**src/design/link_cfg.svh**
```systemverilog
// Notes on behaviour
// - a terminal assigned code 24 switches command source between link and terminals
// - with no terminal assigned link-enable, communications stays valid
// - positive logic: input off is invalid, on (shorted to common) is valid
// - link command and operation data clear at power-up; host rewrites them
// - link data writes accepted while invalid, stored, applied once valid; the code queues eight, applying them once freq or run is from link
// - negative logic (code 1048) inverts the link-enable input sense
// - override forces link valid; frequency and run sources chosen separately
// - override is volatile and resets to zero
// - two independent ten-parameter serial setting sets, one per port; the code holds eight fields per port
// - station address range by protocol: rtu 1-247/0, loader 1-255, general 1-31/99
// - out-of-range station address suppresses all responses
// - address, parity, framing, transmission, disconnection faults are link errors
// - errors act only when running with run and frequency both from link
// - action 0: show port error, immediate alarm stop
// - action 1: run for timer period, then show error and alarm stop
// - action 2: run for timer; recovery keeps running, else error and stop
// - action 3: keep running despite errors
// - error timer 0.0 to 60.0 s in tenths
// - baud codes 0-4 give 2400, 4800, 9600, 19200, 38400 bit/s
// - length code 0 is 8 bits, 1 is 7 bits
// - parity 0 none, 1 even, 2 odd, 3 none; rtu stop bits 2 for 0, else 1
// - loader protocol forces 8 bits, even parity
// - outside rtu, stop code 0 gives two stop bits, 1 gives one
`ifndef LINK_CFG_SVH
`define LINK_CFG_SVH
`define LE_FUNC_CODE       11'h018
`define LE_FUNC_CODE_NEG   11'h418
`define TIMER_MAX_TENTHS   10'h258
`define TENTH_SEC_NS       100000000
`define CLK_PERIOD_NS      25
`define CLK_HZ             40000000
`define RTU_ADDR_MAX       8'hF7
`define LOADER_ADDR_MAX    8'hFF
`define GEN_ADDR_MAX       8'h1F
`define GEN_BROADCAST      8'h63
`define RTU_BROADCAST      8'h00
`define BAUD_2400          2400
`define BAUD_4800          4800
`define BAUD_9600          9600
`define BAUD_19200         19200
`define BAUD_38400         38400
`define OVERRIDE_RESET     2'h0
`define NUM_TERMINALS      7
`endif

```
**src/design/link_pkg.sv**
```systemverilog
package link_pkg;
   typedef enum logic [1:0] {PROTO_RTU, PROTO_LOADER, PROTO_GENERAL, PROTO_OTHER} proto_t;
   typedef enum logic [1:0] {PAR_NONE, PAR_EVEN, PAR_ODD} parity_t;
   typedef struct packed {
      logic [7:0] station_address;
      logic [1:0] error_action;
      logic [9:0] error_timer;
      logic [2:0] baud_code;
      logic       char_length;
      logic [1:0] parity_code;
      logic       stop_bits;
      proto_t     protocol;
   } port_cfg_t;
   typedef struct packed {
      logic [15:0] baud_div;
      logic [3:0]  data_bits;
      parity_t     parity;
      logic [1:0]  stop_count;
   } frame_cfg_t;
   typedef struct packed {
      logic [15:0] freq;
      logic [15:0] freq_alt;
      logic [15:0] run_word;
   } link_cmd_t;
   typedef struct packed {
      logic address;
      logic parity;
      logic framing;
      logic transmission;
      logic disconnect;
   } link_err_t;
endpackage

```
**src/design/cmd_fifo.sv**
```systemverilog
`timescale 1ns/1ps
module cmd_fifo #(
   parameter int WIDTH = 48,
   parameter int DEPTH = 8
) (
   input  wire logic             clk,
   input  wire logic             srst,
   input  wire logic             ce,
   input  wire logic             in_valid,
   output      logic             in_ready,
   input  wire logic [WIDTH-1:0] in_data,
   output      logic             out_valid,
   input  wire logic             out_ready,
   output      logic [WIDTH-1:0] out_data
);
   localparam int AW = $clog2(DEPTH);
   logic [WIDTH-1:0] mem [DEPTH];
   logic [AW-1:0]    wr_ptr_reg;
   logic [AW-1:0]    rd_ptr_reg;
   logic [AW:0]      count_reg;
   logic             push;
   logic             pop;

   assign in_ready  = (count_reg != (AW+1)'(DEPTH));
   assign out_valid = (count_reg != '0);
   assign push      = ce && in_valid && in_ready;
   assign pop       = ce && out_valid && out_ready;
   assign out_data  = mem[rd_ptr_reg];

   always_ff @(posedge clk)
   begin
      if (push)
      begin
         mem[wr_ptr_reg] <= in_data;
      end
   end

   always_ff @(posedge clk)
   begin
      if (srst)
      begin
         wr_ptr_reg <= '0;
         rd_ptr_reg <= '0;
         count_reg  <= '0;
      end
      else
      begin
         if (push)
         begin
            wr_ptr_reg <= (wr_ptr_reg == AW'(DEPTH-1)) ? '0 : wr_ptr_reg + 1'b1;
         end
         if (pop)
         begin
            rd_ptr_reg <= (rd_ptr_reg == AW'(DEPTH-1)) ? '0 : rd_ptr_reg + 1'b1;
         end
         if (push && !pop)
         begin
            count_reg <= count_reg + 1'b1;
         end
         else if (pop && !push)
         begin
            count_reg <= count_reg - 1'b1;
         end
      end
   end
endmodule

```
**src/design/link_ctrl.sv**
```systemverilog
`timescale 1ns/1ps
`include "link_cfg.svh"
module link_ctrl #(
   parameter int NUM_TERM    = `NUM_TERMINALS,
   parameter int FIFO_DEPTH  = 8,
   parameter int TENTH_TICKS = `TENTH_SEC_NS / `CLK_PERIOD_NS,
   parameter int CLK_HZ      = `CLK_HZ
) (
   input  wire logic                        clk,
   input  wire logic                        srst,
   input  wire logic                        ce,
   input  wire logic [NUM_TERM-1:0]         terminal_level,
   input  wire logic [NUM_TERM*11-1:0]      input_terminal_function_codes,
   input  wire logic [3:0]                  link_source_select,
   input  wire logic [1:0]                  support_link_override_wr_data,
   input  wire logic                        support_link_override_wr,
   input  wire logic                        cmd_valid,
   output      logic                        cmd_ready,
   input  wire link_pkg::link_cmd_t         cmd_data,
   input  wire link_pkg::port_cfg_t         port1_cfg,
   input  wire link_pkg::port_cfg_t         port2_cfg,
   input  wire logic [1:0]                  char_boundary,
   input  wire link_pkg::link_err_t         port1_err,
   input  wire link_pkg::link_err_t         port2_err,
   input  wire logic [1:0]                  link_recovered,
   input  wire logic                        running,
   output      logic                        link_valid,
   output      logic [1:0]                  support_link_override,
   output      logic                        freq_from_link,
   output      logic                        run_from_link,
   output      link_pkg::link_cmd_t         applied_cmd,
   output      link_pkg::frame_cfg_t        port1_frame,
   output      link_pkg::frame_cfg_t        port2_frame,
   output      logic [1:0]                  respond_enable,
   output      logic [1:0]                  error_display,
   output      logic                        alarm_stop
);
   localparam int TW = $clog2(TENTH_TICKS + 1);

   typedef enum logic [1:0] {ERR_IDLE, ERR_HOLD, ERR_TRIP} err_state_t;

   logic [NUM_TERM-1:0]  le_assigned;
   logic [NUM_TERM-1:0]  le_on;
   logic                 le_present;
   logic                 le_level;
   logic                 cmd_pop;
   link_pkg::link_cmd_t  fifo_out;
   logic                 fifo_valid;
   link_pkg::link_cmd_t  applied_reg;
   logic [1:0]           override_reg;
   logic                 freq_src1;
   logic                 freq_src2;
   logic                 run_src1;
   logic                 run_src2;
   logic                 freq_link;
   logic                 run_link;
   logic                 err_armed;
   link_pkg::port_cfg_t  cfg_arr [2];
   link_pkg::link_err_t  err_arr [2];
   link_pkg::frame_cfg_t frame_reg [2];
   err_state_t           err_state_reg [2];
   logic [9:0]           tenth_cnt_reg [2];
   logic [TW-1:0]        tick_cnt_reg [2];
   logic [1:0]           trip;
   logic [1:0]           display_reg;
   logic                 alarm_reg;

   // per-terminal link-enable decode with optional inversion
   genvar gi;
   generate
      for (gi = 0; gi < NUM_TERM; gi++)
      begin : g_term
         logic [10:0] code;
         assign code           = input_terminal_function_codes[gi*11 +: 11];
         assign le_assigned[gi] = (code == `LE_FUNC_CODE) || (code == `LE_FUNC_CODE_NEG);
         assign le_on[gi]      = le_assigned[gi] && (terminal_level[gi] ^ (code == `LE_FUNC_CODE_NEG));
      end
   endgenerate

   assign le_present = |le_assigned;
   assign le_level   = le_present ? |le_on : 1'b1;

   // override is volatile, reset clears it
   always_ff @(posedge clk)
   begin
      if (srst)
      begin
         override_reg <= `OVERRIDE_RESET;
      end
      else if (ce && support_link_override_wr)
      begin
         override_reg <= support_link_override_wr_data;
      end
   end

   assign freq_src1 = (link_source_select == 4'h1) || (link_source_select == 4'h3) || (link_source_select == 4'h7);
   assign freq_src2 = (link_source_select == 4'h4) || (link_source_select == 4'h5) || (link_source_select == 4'h8);
   assign run_src1  = (link_source_select == 4'h2) || (link_source_select == 4'h3) || (link_source_select == 4'h5);
   assign run_src2  = (link_source_select >= 4'h6) && (link_source_select <= 4'h8);
   assign freq_link = (le_level && (freq_src1 || freq_src2)) || override_reg[0];
   assign run_link  = (le_level && (run_src1 || run_src2)) || override_reg[1];

   // commands queue up while neither freq nor run is from link and drain once either is
   assign cmd_pop = fifo_valid && (freq_link || run_link);

   cmd_fifo #(
      .WIDTH ($bits(link_pkg::link_cmd_t)),
      .DEPTH (FIFO_DEPTH)
   ) u_fifo (
      .clk       (clk),
      .srst      (srst),
      .ce        (ce),
      .in_valid  (cmd_valid),
      .in_ready  (cmd_ready),
      .in_data   (cmd_data),
      .out_valid (fifo_valid),
      .out_ready (cmd_pop),
      .out_data  (fifo_out)
   );

   always_ff @(posedge clk)
   begin
      if (srst)
      begin
         applied_reg <= '0;
      end
      else if (ce && cmd_pop)
      begin
         applied_reg <= fifo_out;
      end
   end

   assign cfg_arr[0] = port1_cfg;
   assign cfg_arr[1] = port2_cfg;
   assign err_arr[0] = port1_err;
   assign err_arr[1] = port2_err;
   assign err_armed  = running && freq_link && run_link;

   function automatic logic addr_ok(input link_pkg::port_cfg_t c);
      case (c.protocol)
         link_pkg::PROTO_RTU:     addr_ok = (c.station_address <= `RTU_ADDR_MAX);
         link_pkg::PROTO_LOADER:  addr_ok = (c.station_address != 8'h00) && (c.station_address <= `LOADER_ADDR_MAX);
         link_pkg::PROTO_GENERAL: addr_ok = (c.station_address == `GEN_BROADCAST) ||
                                            ((c.station_address != 8'h00) && (c.station_address <= `GEN_ADDR_MAX));
         default:                 addr_ok = 1'b0;
      endcase
   endfunction

   function automatic link_pkg::frame_cfg_t decode_frame(input link_pkg::port_cfg_t c);
      link_pkg::frame_cfg_t f;
      int unsigned rate;
      f = '0;
      case (c.baud_code)
         3'h0:    rate = `BAUD_2400;
         3'h1:    rate = `BAUD_4800;
         3'h2:    rate = `BAUD_9600;
         3'h3:    rate = `BAUD_19200;
         default: rate = `BAUD_38400;
      endcase
      f.baud_div  = 16'(CLK_HZ / rate);
      f.data_bits = c.char_length ? 4'h7 : 4'h8;
      case (c.parity_code)
         2'h1:    f.parity = link_pkg::PAR_EVEN;
         2'h2:    f.parity = link_pkg::PAR_ODD;
         default: f.parity = link_pkg::PAR_NONE;
      endcase
      if (c.protocol == link_pkg::PROTO_RTU)
      begin
         f.stop_count = (c.parity_code == 2'h0) ? 2'h2 : 2'h1;
      end
      else
      begin
         f.stop_count = c.stop_bits ? 2'h1 : 2'h2;
      end
      if (c.protocol == link_pkg::PROTO_LOADER)
      begin
         f.data_bits = 4'h8;
         f.parity    = link_pkg::PAR_EVEN;
      end
      decode_frame = f;
   endfunction

   genvar pi;
   generate
      for (pi = 0; pi < 2; pi++)
      begin : g_port
         logic any_err;
         assign any_err = |err_arr[pi];
         assign respond_enable[pi] = addr_ok(cfg_arr[pi]);

         always_ff @(posedge clk)
         begin
            if (srst)
            begin
               frame_reg[pi] <= decode_frame('0);
            end
            else if (ce && char_boundary[pi])
            begin
               frame_reg[pi] <= decode_frame(cfg_arr[pi]);
            end
         end

         always_ff @(posedge clk)
         begin
            if (srst)
            begin
               err_state_reg[pi] <= ERR_IDLE;
               tenth_cnt_reg[pi] <= '0;
               tick_cnt_reg[pi]  <= '0;
            end
            else if (ce)
            begin
               case (err_state_reg[pi])
                  ERR_IDLE:
                  begin
                     tenth_cnt_reg[pi] <= '0;
                     tick_cnt_reg[pi]  <= '0;
                     if (any_err && err_armed)
                     begin
                        case (cfg_arr[pi].error_action)
                           2'h0:    err_state_reg[pi] <= ERR_TRIP;
                           2'h1:    err_state_reg[pi] <= ERR_HOLD;
                           2'h2:    err_state_reg[pi] <= ERR_HOLD;
                           default: err_state_reg[pi] <= ERR_IDLE;
                        endcase
                     end
                  end
                  ERR_HOLD:
                  begin
                     if (cfg_arr[pi].error_action == 2'h2 && link_recovered[pi])
                     begin
                        err_state_reg[pi] <= ERR_IDLE;
                     end
                     else if (tenth_cnt_reg[pi] >= cfg_arr[pi].error_timer ||
                              tenth_cnt_reg[pi] >= `TIMER_MAX_TENTHS)
                     begin
                        err_state_reg[pi] <= ERR_TRIP;
                     end
                     else if (tick_cnt_reg[pi] == TW'(TENTH_TICKS - 1))
                     begin
                        tick_cnt_reg[pi]  <= '0;
                        tenth_cnt_reg[pi] <= tenth_cnt_reg[pi] + 1'b1;
                     end
                     else
                     begin
                        tick_cnt_reg[pi] <= tick_cnt_reg[pi] + 1'b1;
                     end
                  end
                  ERR_TRIP:
                  begin
                     err_state_reg[pi] <= ERR_TRIP;
                  end
                  default:
                  begin
                     err_state_reg[pi] <= ERR_IDLE;
                  end
               endcase
            end
         end

         assign trip[pi] = (err_state_reg[pi] == ERR_TRIP);
      end
   endgenerate

   always_ff @(posedge clk)
   begin
      if (srst)
      begin
         display_reg <= 2'h0;
         alarm_reg   <= 1'b0;
      end
      else if (ce)
      begin
         display_reg <= trip;
         alarm_reg   <= |trip;
      end
   end

   assign link_valid            = le_level || (|override_reg);
   assign support_link_override = override_reg;
   assign freq_from_link        = freq_link;
   assign run_from_link         = run_link;
   assign applied_cmd           = applied_reg;
   assign port1_frame           = frame_reg[0];
   assign port2_frame           = frame_reg[1];
   assign error_display         = display_reg;
   assign alarm_stop            = alarm_reg;
endmodule

```
**config.mk**
```make
export PLATFORM = sky130hd
export DESIGN_NAME = link_ctrl
export DESIGN_NICKNAME = d
export VERILOG_FILES = /design/src/design/link_pkg.sv /design/src/design/cmd_fifo.sv /design/src/design/link_ctrl.sv
export VERILOG_INCLUDE_DIRS = /design/src /design/src/design
export SDC_FILE = /design/constraint.sdc
export NUM_CORES = 1
export LEC_CHECK = 0
export BUFFER_PORTS_ARGS = -buffer_cell sky130_fd_sc_hd__buf_2
export CAP_MARGIN = 20
export CORE_AREA = 2 2 421 423
export CTS_CLUSTER_SIZE = 30
export DETAILED_ROUTE_END_ITERATION = 8
export DIE_AREA = 0 0 423 425
export MAX_ROUTING_LAYER = met4
export RECOVER_POWER = 25
export SETUP_SLACK_MARGIN = 0.15
export SYNTH_ARGS = -nofsm -noshare
export SYNTH_HDL_FRONTEND = slang
export SYNTH_SLANG_ARGS = --single-unit
```
**constraint.sdc**
```tcl
create_clock -name clk -period 48.2 [get_ports clk]
set_clock_uncertainty 0.05 [all_clocks]
set_input_delay 4.82 -clock clk [delete_from_list [all_inputs] [get_ports clk]]
set_output_delay 4.82 -clock clk [all_outputs]
set_load 0.05 [all_outputs]
```
# After elaboration in Yosys (flattened, before gate mapping)
# Memory sizes are Yosys's and may differ from the RTL's. A register that Yosys moved wholly into a read port is not among the register bits.
# Cells that the tools add are included.
# word_totals
wordCells,391
inputBits,216
ff_bits,15
memories,5
output_inout_bits,107
ram_bits,500
# op_classes
n_addsub,8
div,2
order_cmp,12
n_eq_ne,50
muxes,193
bitwise_logic,35
reduce_logical,80
# memory_table
memory,words,word_bits,read_ports,rd_ports_with_merged_regs,write_ports,line,rtl
u_fifo.mem,8,48,1,1,1,cmd_fifo.sv:17,logic [WIDTH-1:0] mem [DEPTH];
frame_reg,2,24,2,0,2,link_ctrl.sv:60,link_pkg::frame_cfg_t frame_reg [2];
tick_cnt_reg,2,22,2,0,2,link_ctrl.sv:63,logic [TW-1:0] tick_cnt_reg [2];
tenth_cnt_reg,2,10,2,0,2,link_ctrl.sv:62,logic [9:0] tenth_cnt_reg [2];
err_state_reg,2,2,2,0,2,link_ctrl.sv:61,err_state_t err_state_reg [2];
# ops
cell,n
$mux W1,133
$mux W22,6
$mux W32,4
$pmux W16 S4,2
$eq A11 B11 Y1 const B,7
$eq A11 B5 Y1 const B,7
$div A26 B32 Y32 const A,2
$mux W2,26
$mux W24,2
$add A22 B1 Y22 const B,2
$eq A22 B22 Y1 const B,2
$mux W10,4
$mux W6,6
$le A8 B8 Y1 const B,4
$logic_and A1 B1 Y1,31
$or A1 B1 Y1,28
$logic_or A1 B1 Y1,23
$add A10 B1 Y10 const B,2
$ge A10 B10 Y1,2
$ge A10 B10 Y1 const B,2
$eq A2 B1 Y1 const B,8
$eq A2 B2 Y1 const B,8
$eq A8 B7 Y1 const B,2
$le A8 B5 Y1 const B,2
other kinds (28),65

# Depth between registers and ports, before layout
# logic_depth
depth_word,23
ltp_mapped,246

# Hierarchy
# From an unflattened synthesis, not the netlist that was laid out.
# unflattened
hier_cells,5888
hier_area_um2,53954.2
# by_module_without_submodules
mod,cells_per_inst,area_each_um2,instances,seq_area_each_um2
link_ctrl,5258,38600.8,1,4424.2
cmd_fifo,630,15353.5,1,11791.3

# Worst setup path before layout
# Ideal clock, no wire load.
# synth_timing
kind,input port to flip-flop
from,input port port1_cfg[8] (netlist name)
to,"memory frame_reg[0][9] (netlist name), data pin"
path_stages,228
setup_time_ns,0.266
path_buffers,29
arrival_ns,47.369
setup_slack_ns,0.515
cell_sequence,buf_2 > buf_1 > nor2_1 > inv_1 > ha_1 > o211ai_1 > o31a_1 > a31oi_4 > buf_4 > and2_1 > ha_1 > nand4bb_1 > o22ai_1 > a221oi_1 > o31ai_2 > and2_1 > nor2_1 > ha_1 > [192 not listed] > nand2b_1 > nor4b_2 > o21ai_2 > or3_1 > buf_2 > buf_2 > o21ai_1 > o31ai_1 > ha_1 > a21o_1 > a21o_1 > a2111oi_0 > nand3_1 > a211oi_1 > o31ai_1 > nor4_1 > o311a_1 > nand4_1
# synth_lines
item,line,rtl
from (decl),link_ctrl.sv:20,"input wire link_pkg::port_cfg_t port1_cfg,"
to (decl),link_ctrl.sv:60,

==> metrics.md <==
| Metric | Value |
|---|---|
| Status | completed |
| DIE WIDTH | 423 um |
| Dpl cells | approximately 8500 |
| Via count | 48450 |
| Total GRT Usage | 0.1957 |
| Register clock-pin slew on the reported worst setup and hold paths | 80 ps |
| Worst Max-Slew Pin Slew | 969.5 ps |
| Max Slew Vio Count | 0 |
| Die Ht | 425 um |
| Worst path slowest cell | or4_4 |
| Final period util | 0.9388 |
| Num rows | between 150 and 200 |
| Filler Cell Count | roughly 18000 |
| Final #Nets | 6859 |
| Yosys reg bits | ~560 |
| Area growth, synth to finish | 16.01% |
| Initial Utilization | 0.2976 |
| Final hold slack | 443.0 ps |
| CTS max path bufs | 3 |
| Sequential area share after synthesis | 0.3096 |
| GP Congestion | ~0.95 |
| # clock sinks | between 500 and 600 |
| Num CTS Buffers | 60 |
| Hold Crit Class | reg -> reg |
| Post-Syn Area | 0.05218 mm2 |
| Drt first-iter violations | 3462 |
| DR vias/cell | 5.566 |
| Max incr delay on CP | around 600 ps |
| Die area | 0.1798 mm2 |
| Most frequent CP cell | ha_1 |
| Syn Area/Cell | 8.953 um2 |
| IO Port Bufs | 322 |
| CTS root buf | clkbuf_16 |
| WP buf/inv | 13 |
| GRT overflow | 0 |
| Top FF cell, synth | edfxtp_1 |
| WP data required | 48560 ps |
| WP data arrival | 45600 ps |
| WL/cell | 20.51 um |
| First-pass DRT Iterations | 5 |
| Commonest cells after routing, fill and taps aside | nor2_1, edfxtp_1, a21oi_1, nand2_1, ha_1 |
| Cells after Synth | 5828 |
| ANT nets after route | 0 |
| Fmax | between 20 and 25 MHz |
| Final setup vio count | 0 |
| Dpl hpwl | 131000 um |
| Detailed-route wire length | 178500 um |
| Vias in the first global route | 46620 |
| Min Clock Period, post-route | 45250 ps |
| Largest Register | u_fifo.mem |
| Final cell count without fillers | 8705 |
| Critical setup path kind | in -> reg |
| Core area | 0.1753 mm2 |
| Asr flop ratio synth | 0 |
| Endpoints failing hold | 0 |
| Initial antenna violation count | 12 |
| Largest net degree at the start of global routing | 71 |
| DRC Markers | 0 |
| Crit Path Max Fanout | 18 |
| Endpoint class of the critical path | flop |
| YS warnings | 0 |
| Commonest non-fill, non-tap cell in the layout | nor2_1 |
| Worst skew pair latency | 710 ps |
| RSZ-0062 raised after global routing | yes |
| CTS tree | built |
| Synth cell types | 150 |
| Max reg flops | 384 |
| Number of I/O pins | 323 |
| EDFF count, synth | 496 |
| First-pass GRT wire length | about 270000 um |
| CP top delay family | compound AO/OA/AOI/OAI gates |
| H-tree lvl count | 2 |
| Max cap viols | 0 |
| Share of cells above drive strength 1 | 0.1736 |
| CP Launch Type | input pin |
| Worst slew margin | 0.3537 |
## final cells by class
cell class	instances	area, um2	area share
clock inverters	33	326.6	0.005395
clock buffers	79	1633	0.02698
multi-input cells	4871	34860	0.5759
diodes	24	60.06	0.0009922
well taps	2340	2928	0.04837
flip-flops and latches	559	16170	0.2671
inverters	173	651.9	0.01077
repair buffers	626	3908	0.06456
## cells by family after synthesis
kind of cell,after synthesis,share of synthesized area
xor+xnor,340,0.05707
mux,258,0.07431
simple gates,2135,0.2074
flops,559,0.3096
compound gates,1776,0.2340
buf+inv,406,0.03288
other cells,2,0.0001439
fa+ha+maj,352,0.08455
## path summary, 6_finish.rpt
path	startpoint	to	slack, ps	cells past startpoint
worst min-delay path	error_display[0]	error_display[0]	440	2
worst max register to register	tenth_cnt_reg[1][0]	tenth_cnt_reg[1][2]	43870	17
worst min register to register	error_display[0]	error_display[0]	440	2
worst max-delay path	port1_cfg[7]	frame_reg[0][9]	2950	214
## synth_stat cells, types with 42 or more instances
master	instances	area [um2]
nor2_1	629	2361
o21ai_0	310	1551
nor2b_1	74	462.9
inv_1	165	619.3
ha_1	351	4392
and3_1	82	513.0
nand4_1	73	456.7
edfxtp_1	496	14890
nand2b_1	86	538.0
a31oi_1	74	462.9
xnor2_1	206	1804
mux2i_1	106	1061
nand2_1	416	1562
nand3_1	198	991.0
o21a_1	63	473.0
nor4_1	50	312.8
and2_1	89	556.8
o31ai_1	42	315.3
mux2_2	46	518.0
a21oi_1	436	2182
or3_1	51	319.1
clkbuf_1	137	514.2
a211oi_1	102	765.7
nor3_1	161	805.8
xor2_1	134	1174
dfxtp_1	63	1261
a21o_1	183	1374
o211ai_1	55	412.9
mux4_2	96	2162
## through the flow
| step | instance area [um2] | setup WS (ps) | util | TNS, ps |
|---|---|---|---|---|
| 2_1_floorplan | 52210 | 515.0 | - | 0 |
| 3_3_place_gp | 57900 | 1153 | 0.3302 | 0 |
| 3_5_place_dp | 57920 | 220.3 | 0.3303 | 0 |
| 4_1_cts | 59880 | 697.5 | 0.3415 | 0 |
| 5_1_grt | 60530 | -68.70 | 0.3452 | -68.70 |
| 6_report | 60530 | 2951 | 0.3452 | 0 |
## routing by layer
layer / track usage / vias to the layer above / wire [um] / part of all wire
met3: 0.01901 / 297 / 7948 / 0.045
met2: 0.3218 / 1303 / 84100 / 0.47
met5: - / - / 0 / 0
li1: - / 23330 / - / -
met4: 0.08410 / 0 / 8518 / 0.048
met1: 0.2449 / 23520 / 77970 / 0.44
## worst register-to-register path, stage by stage (launching register included)
cell and delay [ps]:
edfxtp_1 440, inv_1 110, ha_1 220, nand2b_1 140
a21oi_1 150, nor2b_1 50, o21ai_0 150, nand2b_1 70
a21oi_1 150, nor2b_1 50, o21ai_0 130, nand2b_1 100
a21oi_1 160, nor2b_1 60, o21ai_0 630, nand4_1 370
nand2b_1 470, nand2_1 450
## timing repair
item	CTS	global route
hold buffers	0	0
setup endpoints to repair	0	4
gates resized for setup	0	108
buffers inserted	0	25
Power is not shown: default switching activity piles up to over one toggle a cycle in this logic, so the estimate is an artifact.
